--- config.mk ---
export PLATFORM = sky130hd
export DESIGN_NAME = sstm_target
export DESIGN_NICKNAME = d
export VERILOG_FILES = /design/src/hw/sstm_sync2.v /design/src/hw/sstm_target.v
export VERILOG_INCLUDE_DIRS = /design/src /design/src/hw
export SDC_FILE = /design/constraint.sdc
export NUM_CORES = 1
export LEC_CHECK = 0
export BUFFER_PORTS_ARGS = -buffer_cell sky130_fd_sc_hd__clkbuf_2
export CAP_MARGIN = 20
export CORE_ASPECT_RATIO = 0.5
export CORE_MARGIN = 2
export CORE_UTILIZATION = 30
export CTS_BUF_LIST = sky130_fd_sc_hd__clkbuf_8 sky130_fd_sc_hd__clkbuf_16
export DETAILED_ROUTE_END_ITERATION = 6
export GPL_TIMING_DRIVEN = 0
export PLACE_DENSITY = 0.44
export SYNTH_ARGS = -nofsm -noshare
export SYNTH_HDL_FRONTEND = slang
export SYNTH_SLANG_ARGS = --single-unit
export TNS_END_PERCENT = 30
--- constraint.sdc ---
create_clock -name mclk -period 2.6 [get_ports mclk]
set_input_delay 0.13 -clock mclk [delete_from_list [all_inputs] [get_ports mclk]]
set_output_delay 0.13 -clock mclk [all_outputs]
set_load 0.02 [all_outputs]
--- src/hw/sstm_defines.vh ---
`ifndef SSTM_DEFINES_VH
`define SSTM_DEFINES_VH

// ************************************************************
// Status byte fields and values
// ************************************************************
`define SSTM_STAT_GOOD        8'h00
`define SSTM_STAT_CHECK_BIT   1
`define SSTM_STAT_BUSY_BIT    3
`define SSTM_STAT_INTER_BIT   4

// ************************************************************
// Message codes
// ************************************************************
`define SSTM_MSG_CMD_DONE     8'h00
`define SSTM_MSG_SAVE_PTR     8'h02
`define SSTM_MSG_RESTORE_PTR  8'h03
`define SSTM_MSG_DISCONNECT   8'h04
`define SSTM_MSG_ABORT        8'h06
`define SSTM_MSG_REJECT       8'h07
`define SSTM_MSG_NOP          8'h08
`define SSTM_MSG_PARITY_ERR   8'h09
`define SSTM_MSG_LINK_DONE    8'h0a
`define SSTM_MSG_LINK_FLAG    8'h0b
`define SSTM_MSG_DEV_RESET    8'h0c
`define SSTM_IDENT_BIT        7
`define SSTM_IDENT_DISCONNECT_ALLOWED_BIT_BIT   6

// ************************************************************
// Retry limits and bus timing
// ************************************************************
`define SSTM_PARITY_TRIES     2'd3
// 400 ns phase setup at a 50 ns clock, rounded up to whole cycles
`define SSTM_SETUP_CYC        4'd8

`endif

--- src/hw/sstm_sync2.v ---
`timescale 1ns/1ps
// ************************************************************
// Two-stage synchroniser for one bus line
// ************************************************************
module sstm_sync2 (
  // Clock and reset
  input  wire mclk,
  input  wire rst,
  // Data
  input  wire din,
  output wire dout
);
  reg meta_ff;   // First stage, read only by second
  reg sync_ff;   // Second stage, safe to use

  // Plain double flop, constant reset
  always @(posedge mclk or posedge rst) begin
    if (rst) begin
      meta_ff <= 1'b0;
      sync_ff <= 1'b0;
    end else begin
      meta_ff <= din;
      sync_ff <= meta_ff;
    end
  end

  assign dout = sync_ff;
endmodule // sstm_sync2

--- src/hw/sstm_target.v ---
`timescale 1ns/1ps
`include "sstm_defines.vh"
module sstm_target (
  // Clock and reset
  input  wire       mclk,
  input  wire       rst,
  // Bus lines from initiator (asynchronous)
  input  wire       bus_ack,
  input  wire       bus_atn,
  input  wire       bus_rst,
  input  wire [7:0] bus_db_in,
  input  wire       bus_dbp_ok,
  // Bus lines driven by target
  output reg        bus_req,
  output reg        bus_bsy,
  output reg        bus_cd,
  output reg        bus_io,
  output reg        bus_msg,
  output reg  [7:0] bus_db_out,
  output reg        bus_db_oe,
  // Engine side
  input  wire       sel_done,
  input  wire       cmd_done,
  input  wire       comm_fail,
  input  wire       check_condition_flag,
  input  wire       stat_busy,
  input  wire       stat_inter,
  input  wire       link_cmd,
  input  wire       link_flag,
  input  wire       parity_enable,
  input  wire       data_parity_err,
  input  wire       send_save_ptr,
  input  wire       want_disconnect,
  input  wire       resel_won,
  output reg        disconnect_allowed_bit,
  output reg        identified,
  output reg  [2:0] ident_lun,
  output reg        abort_cmd,
  output reg        dev_reset,
  output reg        bus_free_req,
  output reg        resel_req,
  output reg        rst_clear,
  output reg        busy
);
  // ************************************************************
  // State codes and timing
  // ************************************************************
  localparam [3:0] ST_FREE   = 4'h0;  // Bus free, idle
  localparam [3:0] ST_SETUP  = 4'h1;  // Phase lines settling
  localparam [3:0] ST_REQ    = 4'h2;  // REQ high, wait ACK
  localparam [3:0] ST_ACKLOW = 4'h3;  // REQ low, wait ACK low
  localparam [3:0] ST_DECIDE = 4'h4;  // Choose next step
  localparam [3:0] ST_DISCONNECT_ALLOWED_BIT   = 4'h5;  // Disconnected, executing
  localparam [3:0] ST_CONN   = 4'h6;  // Connected, executing
  localparam [1:0] PH_STAT   = 2'd0;
  localparam [1:0] PH_MIN    = 2'd1;
  localparam [1:0] PH_MOUT   = 2'd2;
  localparam [3:0] SETUP_CYC = `SSTM_SETUP_CYC;

  // ************************************************************
  // Synchronised bus inputs
  // ************************************************************
  wire ack_s;   // ACK after two flops
  wire atn_s;   // ATN after two flops
  wire rst_s;   // Bus reset after two flops
  wire par_s;   // Parity good after two flops
  reg  [7:0] db_m_ff;  // Data bus first stage
  reg  [7:0] db_s_ff;  // Data bus second stage

  sstm_sync2 u_ack (.mclk(mclk), .rst(rst), .din(bus_ack),    .dout(ack_s));
  sstm_sync2 u_atn (.mclk(mclk), .rst(rst), .din(bus_atn),    .dout(atn_s));
  sstm_sync2 u_rst (.mclk(mclk), .rst(rst), .din(bus_rst),    .dout(rst_s));
  sstm_sync2 u_par (.mclk(mclk), .rst(rst), .din(bus_dbp_ok), .dout(par_s));

  // Data sampled twice; stable by ACK since initiator sets it first
  always @(posedge mclk or posedge rst) begin
    if (rst) begin
      db_m_ff <= 8'h00;
      db_s_ff <= 8'h00;
    end else begin
      db_m_ff <= bus_db_in;
      db_s_ff <= db_m_ff;
    end
  end

  // ************************************************************
  // Control state
  // ************************************************************
  reg [3:0] st_ff;        // Sequencer state
  reg [1:0] ph_ff;        // Phase of current byte
  reg [3:0] cnt_ff;       // Setup counter
  reg [1:0] tries_ff;     // Parity failures in a row
  reg       stat_sent_ff; // Status already sent
  reg       need_rej_ff;  // Reject owed to initiator
  reg       done_ff;      // Command complete owed
  reg       disconnect_allowed_bit_go_ff;   // Disconnect in flight
  reg [7:0] last_ff;      // Last byte received

  // Status byte built from engine flags, other bits zero
  wire [7:0] stat_byte = ({7'h00, check_condition_flag} << `SSTM_STAT_CHECK_BIT)
                       | ({7'h00, stat_busy}            << `SSTM_STAT_BUSY_BIT)
                       | ({7'h00, stat_inter}           << `SSTM_STAT_INTER_BIT);

  // Closing message picks linked or plain completion
  wire [7:0] done_code = link_cmd ? (link_flag ? `SSTM_MSG_LINK_FLAG : `SSTM_MSG_LINK_DONE)
                                  : `SSTM_MSG_CMD_DONE;

  // Received message classes
  // Decoded from the byte latched at ACK, not the live bus
  wire is_ident = last_ff[`SSTM_IDENT_BIT];
  wire known    = is_ident || last_ff == `SSTM_MSG_ABORT || last_ff == `SSTM_MSG_REJECT
                || last_ff == `SSTM_MSG_NOP || last_ff == `SSTM_MSG_PARITY_ERR
                || last_ff == `SSTM_MSG_DEV_RESET;

  // Message-out byte that closes the connection: abort, device reset, parity limit
  wire par_bad  = parity_enable && !par_s;
  wire mout_end = par_bad ? (tries_ff == `SSTM_PARITY_TRIES - 2'd1)
                          : (last_ff == `SSTM_MSG_ABORT || last_ff == `SSTM_MSG_DEV_RESET);
  // A reject never closes the connection, even with completion owed
  wire fin_ok   = (bus_db_out != `SSTM_MSG_REJECT);

  // Drive phase lines per phase
  task set_phase;
    input [1:0] ph;
    begin
      bus_cd  <= 1'b1;
      bus_io  <= (ph != PH_MOUT);
      bus_msg <= (ph != PH_STAT);
      ph_ff   <= ph;
      cnt_ff  <= 4'h0;
      st_ff   <= ST_SETUP;
    end
  endtask

  // Load an outgoing byte and start its handshake
  task send_byte;
    input [1:0] ph;
    input [7:0] b;
    begin
      bus_db_out <= b;
      set_phase(ph);
    end
  endtask

  // ************************************************************
  // Main sequencer
  // ************************************************************
  always @(posedge mclk or posedge rst) begin
    if (rst) begin
      st_ff <= ST_FREE;
      ph_ff <= PH_STAT;
      cnt_ff <= 4'h0;
      tries_ff <= 2'd0;
      stat_sent_ff <= 1'b0;
      need_rej_ff <= 1'b0;
      done_ff <= 1'b0;
      disconnect_allowed_bit_go_ff <= 1'b0;
      last_ff <= 8'h00;
      bus_req <= 1'b0;
      bus_bsy <= 1'b0;
      bus_cd <= 1'b0;
      bus_io <= 1'b0;
      bus_msg <= 1'b0;
      bus_db_out <= 8'h00;
      bus_db_oe <= 1'b0;
      disconnect_allowed_bit <= 1'b0;
      identified <= 1'b0;
      ident_lun <= 3'd0;
      abort_cmd <= 1'b0;
      dev_reset <= 1'b0;
      bus_free_req <= 1'b0;
      resel_req <= 1'b0;
      rst_clear <= 1'b0;
      busy <= 1'b0;
    end else begin
      // One-cycle pulses default low
      abort_cmd <= 1'b0;
      dev_reset <= 1'b0;
      bus_free_req <= 1'b0;
      rst_clear <= 1'b0;
      if (rst_s) begin
        // Bus reset overrides every phase at once
        st_ff <= ST_FREE;
        bus_req <= 1'b0;
        bus_bsy <= 1'b0;
        bus_cd <= 1'b0;
        bus_io <= 1'b0;
        bus_msg <= 1'b0;
        bus_db_oe <= 1'b0;
        need_rej_ff <= 1'b0;
        done_ff <= 1'b0;
        stat_sent_ff <= 1'b0;
        disconnect_allowed_bit_go_ff <= 1'b0;
        tries_ff <= 2'd0;
        identified <= 1'b0;
        disconnect_allowed_bit <= 1'b0;
        resel_req <= 1'b0;
        busy <= 1'b0;
        rst_clear <= 1'b1;        // Engine drops commands, reservations, buffer
      end else begin
        case (st_ff)
          ST_FREE: begin
            if (sel_done) begin
              bus_bsy <= 1'b1;
              busy <= 1'b1;
              tries_ff <= 2'd0;
              stat_sent_ff <= 1'b0;
              identified <= 1'b0;             // A new nexus needs its own identify
              disconnect_allowed_bit <= 1'b0;
              if (atn_s) begin
                set_phase(PH_MOUT);  // Message-out right after selection
              end else begin
                st_ff <= ST_CONN;
              end
            end
          end
          ST_SETUP: begin
            // Hold phase lines settled before REQ; one byte per REQ
            bus_db_oe <= (ph_ff != PH_MOUT);
            if (cnt_ff == SETUP_CYC) begin
              bus_req <= 1'b1;
              st_ff <= ST_REQ;
            end else begin
              cnt_ff <= cnt_ff + 4'h1;
            end
          end
          ST_REQ: begin
            if (ack_s) begin
              bus_req <= 1'b0;
              last_ff <= db_s_ff;
              st_ff <= ST_ACKLOW;
            end
          end
          ST_ACKLOW: begin
            if (!ack_s) begin
              st_ff <= ST_DECIDE;
              if (ph_ff == PH_STAT) begin
                stat_sent_ff <= 1'b1;
                done_ff <= 1'b1;      // Completion follows status
              end else if (ph_ff == PH_MOUT) begin
                if (parity_enable && !par_s) begin
                  // Retry collection, abort at limit
                  if (tries_ff == `SSTM_PARITY_TRIES - 2'd1) begin
                    tries_ff <= 2'd0;
                    abort_cmd <= 1'b1;
                    st_ff <= ST_FREE;
                    bus_free_req <= 1'b1;
                  end else begin
                    tries_ff <= tries_ff + 2'd1;
                    set_phase(PH_MOUT);
                  end
                end else begin
                  tries_ff <= 2'd0;
                  if (is_ident) begin
                    identified <= 1'b1;
                    ident_lun <= last_ff[2:0];
                    disconnect_allowed_bit <= last_ff[`SSTM_IDENT_DISCONNECT_ALLOWED_BIT_BIT];
                  end else if (last_ff == `SSTM_MSG_ABORT) begin
                    abort_cmd <= 1'b1;
                    st_ff <= ST_FREE;
                    bus_free_req <= 1'b1;
                  end else if (last_ff == `SSTM_MSG_DEV_RESET) begin
                    dev_reset <= 1'b1;
                    st_ff <= ST_FREE;
                    bus_free_req <= 1'b1;
                  end else if (!known) begin
                    need_rej_ff <= 1'b1;  // Unknown or multi-byte lead
                  end
                end
              end else if (disconnect_allowed_bit_go_ff && fin_ok) begin
                disconnect_allowed_bit_go_ff <= 1'b0;
                st_ff <= ST_DISCONNECT_ALLOWED_BIT;       // Stay busy after disconnect sent
              end else if (done_ff && fin_ok) begin
                done_ff <= 1'b0;
                st_ff <= ST_FREE;       // Bus free after completion
                busy <= 1'b0;
              end
              // Free the bus after completion, disconnect or a closing message-out
              if ((ph_ff == PH_MIN && fin_ok && (disconnect_allowed_bit_go_ff || done_ff)) || (ph_ff == PH_MOUT && mout_end)) begin
                busy <= ph_ff == PH_MIN && disconnect_allowed_bit_go_ff;  // Still busy only while disconnected
                bus_bsy <= 1'b0;
                bus_cd <= 1'b0;
                bus_io <= 1'b0;
                bus_msg <= 1'b0;
                bus_db_oe <= 1'b0;
                bus_free_req <= 1'b1;
              end
            end
          end
          ST_DECIDE: begin
            bus_db_oe <= 1'b0;
            if (need_rej_ff) begin
              need_rej_ff <= 1'b0;
              send_byte(PH_MIN, `SSTM_MSG_REJECT);
            end else if (ph_ff == PH_MIN && bus_db_out == `SSTM_MSG_REJECT) begin
              set_phase(PH_MOUT);                   // Back to message-out
            end else if (atn_s) begin
              set_phase(PH_MOUT);                   // Collect pending message
            end else if (done_ff) begin
              send_byte(PH_MIN, done_code);
            end else begin
              st_ff <= ST_CONN;
            end
          end
          ST_CONN: begin
            if (atn_s) begin
              set_phase(PH_MOUT);
            end else if (data_parity_err) begin
              send_byte(PH_MIN, `SSTM_MSG_RESTORE_PTR); // Engine retries after
            end else if (send_save_ptr) begin
              send_byte(PH_MIN, `SSTM_MSG_SAVE_PTR);
            end else if (want_disconnect && disconnect_allowed_bit) begin
              disconnect_allowed_bit_go_ff <= 1'b1;
              send_byte(PH_MIN, `SSTM_MSG_DISCONNECT);
            end else if (cmd_done || comm_fail) begin
              send_byte(PH_STAT, stat_byte);            // Single status byte
            end
          end
          ST_DISCONNECT_ALLOWED_BIT: begin
            // Keep executing off-bus; reselect when done
            if (cmd_done || comm_fail) begin
              resel_req <= 1'b1;
            end
            if (resel_req && resel_won) begin
              resel_req <= 1'b0;
              bus_bsy <= 1'b1;
              send_byte(PH_STAT, stat_byte);
            end
          end
          default: st_ff <= ST_FREE;
        endcase
      end
    end
  end
endmodule // sstm_target

==> results of run 1 <==
[repair_timing]
item,CTS,global route
endpoints found under the setup margin,1,4
hold endpoints to repair,30,0
resized for setup,1,0
hold buffers,13,0
setup buffers,0,1
pin swaps,0,1
[flip-flops by register name, indices dropped and copies added (netlist names), 2 cells and up]
name	cells
tries_ff	2
st_ff	3
ph_ff	2
ident_lun	3
db_s_ff	8
bus_db_out	5
last_ff	8
cnt_ff	4
db_m_ff	8
[worst max-delay path, stage by stage (launching register included)]
cell and delay, ps:
dfrtp_1 450, a211oi_1 600, and3_1 320, nor4_4 80, o211ai_4 310, nor3_4 70, buf_12 150, mux2_4 290
[cell type report]
type                       count  area [um2]
sequential                    68        1700
inverter                      11        43.8
buffer                        17        92.6
clock inverter                 7         116
multi-input combinational    236        1580
tap                          145         181
clock buffer                   9         225
fill                        1089        6680
timing repair buffer          62         390
[synthesized netlist by cell type (all sizes together) (2+ instances only)]
library cell,instances,share of area
a211oi,7,0.017
nand2b,9,0.017
o21ai,25,0.037
and3b,2,0.0051
ha,2,0.0073
o21ba,2,0.0077
o31ai,3,0.0066
nor3,19,0.034
nand3b,2,0.0044
xor2,2,0.0051
nand2,24,0.026
a21o,4,0.0092
inv,11,0.012
buf,9,0.018
nand4,4,0.0073
or3,4,0.0073
nor4bb,2,0.0059
clkbuf,8,0.0088
a31oi,2,0.0037
nor2b,7,0.014
a32o,2,0.0059
a21oi,18,0.026
or2,2,0.0037
o211ai,4,0.014
and3,6,0.011
o22ai,3,0.0055
nor2,24,0.026
nor4,3,0.0099
a22oi,3,0.0066
mux2,16,0.057
dfrtp,68,0.50
nand3,7,0.010
and2b,2,0.0048
[layer usage]
layer  wire, um  vias to the layer above
met5          0                        -
met4         86                        0
met3        641                       10
met2       3940                      101
met1       4520                     1373
li1           -                     1355
[stage by stage]
stage          worst slack [ps]  utilization  total power, W
2_1_floorplan               507            -         0.00251
3_3_place_gp              -37.2        0.348         0.00296
3_5_place_dp               44.7        0.348         0.00297
4_1_cts                    64.9        0.392         0.00442
5_1_grt                    95.9        0.393         0.00466
6_report                    203        0.393         0.00440
[path summary, 6_finish.rpt]
check	start	to	slack [ps]	cells past startpoint
max	disconnect_allowed_bit	bus_db_out[0]	200	7
min	stat_inter	bus_db_out[4]	30	3
max reg2reg	disconnect_allowed_bit	bus_db_out[0]	200	7
min reg2reg	u_ack.meta_ff	u_ack.dout	350	0
max in group asynchronous	rst	cnt_ff[2]	1530	3
min in group asynchronous	rst	db_m_ff[5]	500	3
[where the power goes]
part,internal [W],switching [W],total [W],leakage [nW]
registers,0.00127,0.000209,0.00148,0.854
logic,0.000597,0.000918,0.00152,0.891
clock network,0.000934,0.000474,0.00141,0.171
[logic make-up (layout without fill, tap and decap cells)]
group	Yosys count	count (layout)	synth area share
and+or+nand+nor	124	124	0.206
AOI/OAI and AO/OA	87	87	0.179
DFF	68	68	0.500
buffers and inverters	28	106	0.0393
muxes	17	17	0.0603
xor gates and xnor gates	3	3	0.00772
adders and majority gates	2	2	0.00735
other	1	3	0.00110
==> results.ini, run 1 <==
[global_route]
grt.total_usage=0.159
first_global_vias=2826
grt.busiest_layer=met2
globalRouteMet1Util=0.227
grt.overflow.total=0
grt_max_degree=69
wire_length_of_the_first_global_routing_pass_mm=15.0
grt_use_met2=0.233
antenna_violations_before_repair=0
groute.layer.met3.usage=0.0497

[route]
ant_nets=0
post-route-drc-count=0
routed_wl_mm=9.19
wl_per_cell_um=16.6
vias_per_cell=5.12
initialDrtViolationCount=203
drt-pass1-iter-count=5
vias=2839

[min_path]
holdCritPathClass=in2reg

[cts]
worst_setup_hold_path_clk_slew_ps=60
ctsLongestPathBuffers=2
tritoncts=done
worst_skew_pair.late_latency_ps=340
clockRootBuffer=clkbuf_16
h-tree-depth=3
cts.sink_count=68
cts_buffers=9

[timing]
timing.max_slew.rel_slack=0.437
rsz0062_at_grt=false
timing_max_transition_violations_final=0
final_min_period_over_clock_period=0.922
final_setup_violation_count=0
achievable-frequency_mhz=417
finalHoldViolCount=0
totalNegativeSetupSlack_ps=0
timing_worst_slew_pin_value_ps=845
clock-skew-final_ps=9.30
post-route-min-period_ps=2400
final.hold.worst_slack_ps=29.2

[floorplan]
pin_count=52
die-height_um=79.3
rows=27
start_util=0.309
core_area_um2=11000
die-area_um2=12300
die_width_um=155

[logic_synthesis]
ys.warnings.count=0
synth_ff_type=dfrtp_1
ys_ff_latch=68
synth_async_sr_flop_share=1.00
synth_cell_types=71
post_synth_instance_area_um2=3400
synth-seq-area-share=0.500
syn_inst=330
synth.avg_cell_area_um2=10.3
post_synth_edffs=0

[placement]
gpl.final_weighted_congestion=0.862
dp.cells=525
port_buffers=48
dp_hpwl_mm=6.67
placed_area_um2=3840

[pwr]
power_density_nw_per_um2=1020
max-vdd-ir-drop_uv=404
total_leakage_power_nw=1.92

[layout]
final-instance-count-excl-fill=555
syn2layout_area_growth_pct=27.3
layout.cells.most_common=dfrtp_1
drive_gt1_frac=0.263
layout_cell_area_excl_fill_um2=4330
n_antenna_cell=0
mostFrequentLayoutCells=dfrtp_1 (68), clkbuf_2 (48), o21ai_0 (25)
nNetsFinal=434

[setup_path]
crit_required_ps=2820
cp.arrival_ps=2610
worst_setup_path_type=reg2reg
crit_path_max_fanout=7
timing.critical_path.to_type=flip-flop
timing.critical_path.from_type=flip-flop

[run_status]
status=complete, no violations

[job]
drv.max_cap_violation_count=0

Note: power is estimated with default switching activity, not from simulation.
==> run 2: changes to the inputs <==
--- a/config.mk
+++ b/config.mk
@@ -6,15 +6,15 @@
 export SDC_FILE = /design/constraint.sdc
 export NUM_CORES = 1
 export LEC_CHECK = 0
-export BUFFER_PORTS_ARGS = -buffer_cell sky130_fd_sc_hd__clkbuf_2
 export CAP_MARGIN = 20
 export CORE_ASPECT_RATIO = 0.5
 export CORE_MARGIN = 2
 export CORE_UTILIZATION = 30
 export CTS_BUF_LIST = sky130_fd_sc_hd__clkbuf_8 sky130_fd_sc_hd__clkbuf_16
 export DETAILED_ROUTE_END_ITERATION = 6
+export DONT_BUFFER_PORTS = 1
 export GPL_TIMING_DRIVEN = 0
-export PLACE_DENSITY = 0.44
+export PLACE_DENSITY = 0.4
 export SYNTH_ARGS = -nofsm -noshare
 export SYNTH_HDL_FRONTEND = slang
 export SYNTH_SLANG_ARGS = --single-unit
==> constraint.sdc (replaced) <==
create_clock -name mclk -period 2.6 [get_ports mclk]
set_input_delay 0.39 -clock mclk [delete_from_list [all_inputs] [get_ports mclk]]
set_output_delay 0.39 -clock mclk [all_outputs]
set_load 0.02 [all_outputs]
==> results.ini, run 2 (same netlist as run 1, synthesis figures left out) <==
[pwr]
total_leakage_power_nw=1.63  ; was 1.92 nW
power_density_nw_per_um2=1060  ; was 1020 nW/um2
max-vdd-ir-drop_uv=343  ; was 404 uV

[timing]
post-route-min-period_ps=2490  ; was 2400 ps
rsz0062_at_grt=false  ; unchanged
finalHoldViolCount=0  ; unchanged
final_min_period_over_clock_period=0.958  ; was 0.922
final_setup_violation_count=0  ; unchanged
final.hold.worst_slack_ps=78.2  ; was 29.2 ps
timing_max_transition_violations_final=0  ; unchanged
timing.max_slew.rel_slack=0.433  ; was 0.437
timing_worst_slew_pin_value_ps=850  ; was 845 ps
achievable-frequency_mhz=402  ; was 417 MHz
clock-skew-final_ps=5.39  ; was 9.30 ps

[route]
wl_per_cell_um=18.8  ; was 16.6 um
ant_nets=0  ; unchanged
post-route-drc-count=0  ; unchanged
vias=2640  ; was 2839
drt-pass1-iter-count=4  ; was 5
vias_per_cell=5.34  ; was 5.12
initialDrtViolationCount=190  ; was 203
routed_wl_mm=9.29  ; was 9.19 mm

[layout]
layout.cells.most_common=dfrtp_1  ; unchanged
largest_registers=db_m_ff (8), db_s_ff (8), last_ff (8)  ; unchanged
mostFrequentLayoutCells=dfrtp_1 (68), o21ai_0 (25), nor2_1 (24), nand2_1 (24), a21oi_1 (18)  ; was dfrtp_1 (68), clkbuf_2 (48), o21ai_0 (25)
postLayoutCoreUtil=0.356  ; was 0.393
nNetsFinal=373  ; was 434
syn2layout_area_growth_pct=15.0  ; was 27.3%
n_antenna_cell=0  ; unchanged
drive_gt1_frac=0.175  ; was 0.263

[floorplan]
rows=27  ; unchanged
die_width_um=155  ; unchanged
start_util=0.309  ; unchanged
core_area_um2=11000  ; unchanged
pin_count=52  ; unchanged
die-height_um=79.3  ; unchanged
die-area_um2=12300  ; unchanged

[cts]
ctsLongestPathBuffers=2  ; unchanged
h-tree-depth=3  ; unchanged
clockRootBuffer=clkbuf_16  ; unchanged
cts.sink_count=68  ; unchanged
cts_buffers=9  ; unchanged
worst_skew_pair.late_latency_ps=340  ; about the same
tritoncts=done  ; unchanged
worst_setup_hold_path_clk_slew_ps=60  ; about the same

[setup_path]
timing.critical_path.to_type=flip-flop  ; unchanged
timing.critical_path.from_type=flip-flop  ; unchanged
critical-path-top-delay-family=simple AND/OR/NAND/NOR gates  ; was compound AO/OA/AOI/OAI gates
crit_path_max_fanout=7  ; unchanged
cp.arrival_ps=2710  ; was 2610 ps
crit_path_top_delay_cell=dfrtp_1  ; was a211oi_1
crit_path_max_incr_delay_ps=560  ; was 600 ps
crit_path_cell_trace=a211oi_1, and3_1, nor4_4, o211ai_4, nor3_4, mux2_4  ; was a211oi_1, and3_1, nor4_4, o211ai_4, nor3_4, buf_12, mux2_4
crit_required_ps=2820  ; about the same
worst_setup_path_type=reg2reg  ; unchanged
cp.buffers_inverters=0  ; was 1

[global_route]
first_global_vias=2581  ; was 2826
wire_length_of_the_first_global_routing_pass_mm=14.7  ; was 15.0 mm
grt.total_usage=0.159  ; about the same
antenna_violations_before_repair=0  ; unchanged
grt.overflow.total=0  ; unchanged
grt_max_degree=69  ; unchanged

[job]
drv.max_cap_violation_count=0  ; unchanged

[run_status]
status=complete, no violations  ; unchanged

[placement]
port_buffers=0  ; was 48
gpl.final_weighted_congestion=0.835  ; was 0.862
dp_hpwl_mm=6.75  ; was 6.67 mm

[min_path]
holdCritPathClass=in2async  ; was in2reg

-- run 2: cell types whose count changed in the layout (fill, tap and decap cells not counted), moves of 2 or more --
cell	previous run	this run
bufinv_16	3	1
clkbuf_2	48	0
clkinv_4	2	4
dlygate4sd3_1	13	0
inv_6	0	2
-- run 2: path summary, 6_finish.rpt --
check / start / slack [ps] / cells after the start / endpoint
setup / recovery: disconnect_allowed_bit / 110 / 6 / bus_db_out[2]
hold / removal: rst / 80 / 1 / db_m_ff[6]
setup reg to reg: disconnect_allowed_bit / 110 / 6 / bus_db_out[2]
hold reg to reg: db_m_ff[1] / 340 / 0 / db_s_ff[1]
max in group asynchronous: rst / 1940 / 1 / bus_db_out[1]
min in group mclk: bus_db_in[4] / 80 / 0 / db_m_ff[4]
-- run 2: worst reg2reg max path, delay by kind of cell, from the launching register on --
| kind | cells | cell delay [ps] |
|---|---|---|
| and+or+nand+nor | 3 | 1050 |
| muxes | 1 | 340 |
| DFF | 1 | 560 |
| AOI/OAI and AO/OA | 2 | 420 |
-- run 2: per-layer routing --
metal	GRT usage	vias to the layer above	share of wire	wire length (um)
met4	0.0463	0	0.013	121
met3	0.0535	13	0.074	688
met1	0.224	1321	0.49	4510
li1	-	1223	-	-
met2	0.233	83	0.43	3970
met5	0	-	0	0
-- run 2: cell type report --
type / instances / area, um2
Inverter: 11 / 43.8
Sequential cell: 68 / 1700
Buffer: 17 / 92.6
Multi-Input combinational cell: 236 / 1580
Clock buffer: 9 / 225
Fill cell: 1101 / 7100
Clock inverter: 7 / 82.6
Tap cell: 145 / 181
Timing Repair Buffer: 1 / 7.51
-- run 2: power by group --
part,switching (W),internal [W]
Clock,0.000505,0.000756
Combinational,0.000767,0.000507
Sequential,0.000345,0.00127
Total,0.00162,0.00253
-- run 2: repair_timing --
| action | in CTS | in global routing |
|---|---|---|
| buffers inserted | 0 | 1 |
| hold buffers | 0 | 0 |
| setup endpoints to repair | 3 | 4 |
| resized for setup | 1 | 0 |
| pin swaps | 0 | 1 |
-- run 2: per-stage QoR --
step | worst slack, ps | total power [W] | std cells | cell area [um2] | TNS, ps
floorplan | 498 | 0.00251 | 332 | 3410 | 0
finish | 110 | 0.00415 | 494 | 3920 | 0
global placement | -197 | 0.00288 | 477 | 3590 | -13140
CTS | 30.0 | 0.00417 | 493 | 3910 | 0
global route | 5.88 | 0.00441 | 494 | 3920 | 0
detailed placement | -29.7 | 0.00289 | 477 | 3600 | -29.7
==> run 3: changes to the inputs <==
--- a/config.mk
+++ b/config.mk
@@ -7,7 +7,6 @@
 export NUM_CORES = 1
 export LEC_CHECK = 0
 export CAP_MARGIN = 20
-export CORE_ASPECT_RATIO = 0.5
 export CORE_MARGIN = 2
 export CORE_UTILIZATION = 30
 export CTS_BUF_LIST = sky130_fd_sc_hd__clkbuf_8 sky130_fd_sc_hd__clkbuf_16
==> results.ini, run 3 (same netlist as run 1, synthesis figures left out) <==
[route]
routed_wl_mm=9.11  ; was 9.29 mm
vias_per_cell=5.18  ; was 5.34
post-route-drc-count=0  ; unchanged
ant_nets=0  ; unchanged
wl_per_cell_um=18.7  ; was 18.8 um
initialDrtViolationCount=167  ; was 190
vias=2524  ; was 2640
drt-pass1-iter-count=4  ; unchanged

[cts]
worst_setup_hold_path_clk_slew_ps=60  ; about the same
ctsLongestPathBuffers=2  ; unchanged
cts.hold.buffers_added=0  ; unchanged
cts_buffers=9  ; unchanged
clockRootBuffer=clkbuf_16  ; unchanged
worst_skew_pair.late_latency_ps=340  ; about the same
tritoncts=done  ; unchanged
post_cts.repair.setup_buffers=0  ; unchanged
cts.sink_count=68  ; unchanged
h-tree-depth=3  ; unchanged

[global_route]
first_global_vias=2523  ; was 2581
grt_max_degree=69  ; unchanged
wire_length_of_the_first_global_routing_pass_mm=14.6  ; was 14.7 mm
grt.total_usage=0.154  ; was 0.159
grt_use_met2=0.213  ; was 0.233
globalRouteMet1Util=0.221  ; was 0.224
grt.busiest_layer=met1  ; was met2
antenna_violations_before_repair=0  ; unchanged
grt.overflow.total=0  ; unchanged
groute.layer.met3.usage=0.0445  ; was 0.0535

[timing]
final_setup_violation_count=0  ; unchanged
timing_max_transition_violations_final=0  ; unchanged
post-route-min-period_ps=2450  ; was 2490 ps
finalHoldViolCount=0  ; unchanged
rsz0062_at_grt=false  ; unchanged
achievable-frequency_mhz=408  ; was 402 MHz
final.hold.worst_slack_ps=74.6  ; was 78.2 ps
final_min_period_over_clock_period=0.942  ; was 0.958
clock-skew-final_ps=6.74  ; was 5.39 ps
timing_worst_slew_pin_value_ps=844  ; was 850 ps
timing.max_slew.rel_slack=0.437  ; was 0.433

[pwr]
switching_power_w=0.00156  ; was 0.00162 W
power_frac_clock=0.279  ; was 0.304
power.share.combinational=0.315  ; was 0.307
max-vdd-ir-drop_uv=407  ; was 343 uV
total_leakage_power_nw=1.60  ; was 1.63 nW
totalPowerFinal_w=0.00398  ; was 0.00415 W
seq_power_share=0.406  ; was 0.389
power_density_nw_per_um2=1030  ; was 1060 nW/um2
power.switching_fraction=0.393  ; was 0.390
internal_power_w=0.00241  ; was 0.00253 W

[setup_path]
rr_worst_depth=6  ; unchanged
crit_path_max_fanout=7  ; unchanged
crit_path_capture=bus_db_out[0]  ; was bus_db_out[2]
cp.arrival_ps=2670  ; was 2710 ps
worst_setup_path_type=reg2reg  ; unchanged
crit_path_max_incr_delay_ps=420  ; was 560 ps
crit_required_ps=2820  ; about the same
crit_path_cell_trace=nor3_1, a41oi_1, o211ai_1, o211ai_4, nor3_4, mux2_4  ; was a211oi_1, and3_1, nor4_4, o211ai_4, nor3_4, mux2_4
crit_path_top_delay_cell=nor3_1  ; was dfrtp_1
crit_path_start=last_ff[5]  ; was disconnect_allowed_bit
rr_startpoint=last_ff[5]  ; was disconnect_allowed_bit
r2r_end=bus_db_out[0]  ; was bus_db_out[2]
timing.critical_path.to_type=flip-flop  ; unchanged
setup.reg_to_reg.worst_slack_ps=150  ; was 110 ps
timing.critical_path.from_type=flip-flop  ; unchanged

[placement]
dp.cells=472  ; was 477
gpl.final_weighted_congestion=0.863  ; was 0.835
placed_area_um2=3590  ; was 3600 um2
port_buffers=0  ; unchanged
dp_hpwl_mm=6.66  ; was 6.75 mm

[floorplan]
core_area_um2=10900  ; was 11000 um2
rows=38  ; was 27
start_util=0.311  ; was 0.309
die-area_um2=12200  ; was 12300 um2
pin_count=52  ; unchanged
die_width_um=111  ; was 155 um
die-height_um=111  ; was 79.3 um

[layout]
largest_registers=db_m_ff (8), db_s_ff (8), last_ff (8)  ; unchanged
postLayoutCoreUtil=0.353  ; was 0.356
drive_gt1_frac=0.173  ; was 0.175
fill_cells=1158  ; was 1101
mostFrequentLayoutCells=dfrtp_1 (67), o21ai_0 (25), nor2_1 (24), nand2_1 (24), a21oi_1 (18)  ; was dfrtp_1 (68), o21ai_0 (25), nor2_1 (24), nand2_1 (24), a21oi_1 (18)
n_antenna_cell=0  ; unchanged
layout_cell_area_excl_fill_um2=3860  ; was 3920 um2
syn2layout_area_growth_pct=13.5  ; was 15.0%
layout.cells.most_common=dfrtp_1  ; unchanged
final-instance-count-excl-fill=487  ; was 494
nNetsFinal=372  ; was 373

[run_status]
status=complete, no violations  ; unchanged

[min_path]
hold_path_startpoint=bus_atn
holdCritPathClass=in2reg  ; was in2async

[job]
drv.max_cap_violation_count=0  ; unchanged

[run 3: cell types whose count changed in the layout (fill, tap and decap cells not counted)]
cell        previous run  this run
clkinv_4               4         0
clkinvlp_4             0         3
clkinv_2               0         2
buf_4                  6         5
bufinv_16              1         0
dfrtp_1               68        67
dfrtp_2                0         1
inv_6                  2         1
[run 3: how the worst min path moves through the flow]
stage	endpoint	slack [ps]	depth (start not counted)
3_5_place_dp	u_atn.dout	340	0
2_1_floorplan	db_s_ff[0]	330	0
5_1_grt	db_m_ff[1]	60	0
4_1_cts	u_atn.meta_ff	60	0
3_3_place_gp	u_atn.dout	330	0
6_report	u_atn.meta_ff	70	0
[run 3: cell type report]
type	instances	area (um2)	share of cell area
Inverter	11	43.8	0.0113
Sequential cell	68	1700	0.441
Multi-Input combinational cell	236	1580	0.409
Buffer	17	92.6	0.0240
Clock buffer	9	225	0.0583
Tap cell	140	175	0.0454
Clock inverter	6	41.3	0.0107
[run 3: stage by stage]
stage                     setup WS, ps  setup TNS [ps]
final                              152               0
after global routing              27.1               0
after CTS                         24.0               0
after detailed placement         -10.2           -10.2
after global placement            -370          -24900
after floorplan                    498               0
[run 3: routing by layer]
metal  vias up  routed length (um)
met1      1234                4600
met2        55                3880
met3        13                 413
met4         0                 218
li1       1222                   -
met5         -                   0
[run 3: power groups by stage]
| stage | Clock (W) | Combinational (W) | Sequential, W |
|---|---|---|---|
| 3_3_place_gp | 0 | 0.00124 | 0.00163 |
| 5_1_grt | 0.00119 | 0.00138 | 0.00165 |
| 2_1_floorplan | 0 | 0.000961 | 0.00155 |
| 3_5_place_dp | 0 | 0.00124 | 0.00164 |
| 6_report | 0.00111 | 0.00125 | 0.00161 |
| 4_1_cts | 0.00114 | 0.00125 | 0.00162 |
[run 3: what timing repair did]
item,4_1_cts,5_1_grt
resized for setup,1,1
pin swaps,0,1
endpoints found under the setup margin,1,4
[run 3: worst max-delay path, delay by kind of cell, from the launching register on]
| kind | cells | cell delay (ps) |
|---|---|---|
| AND/OR/NAND/NOR | 2 | 840 |
| AO/OA/AOI/OAI | 3 | 790 |
| flip-flops | 1 | 370 |
| multiplexers | 1 | 340 |
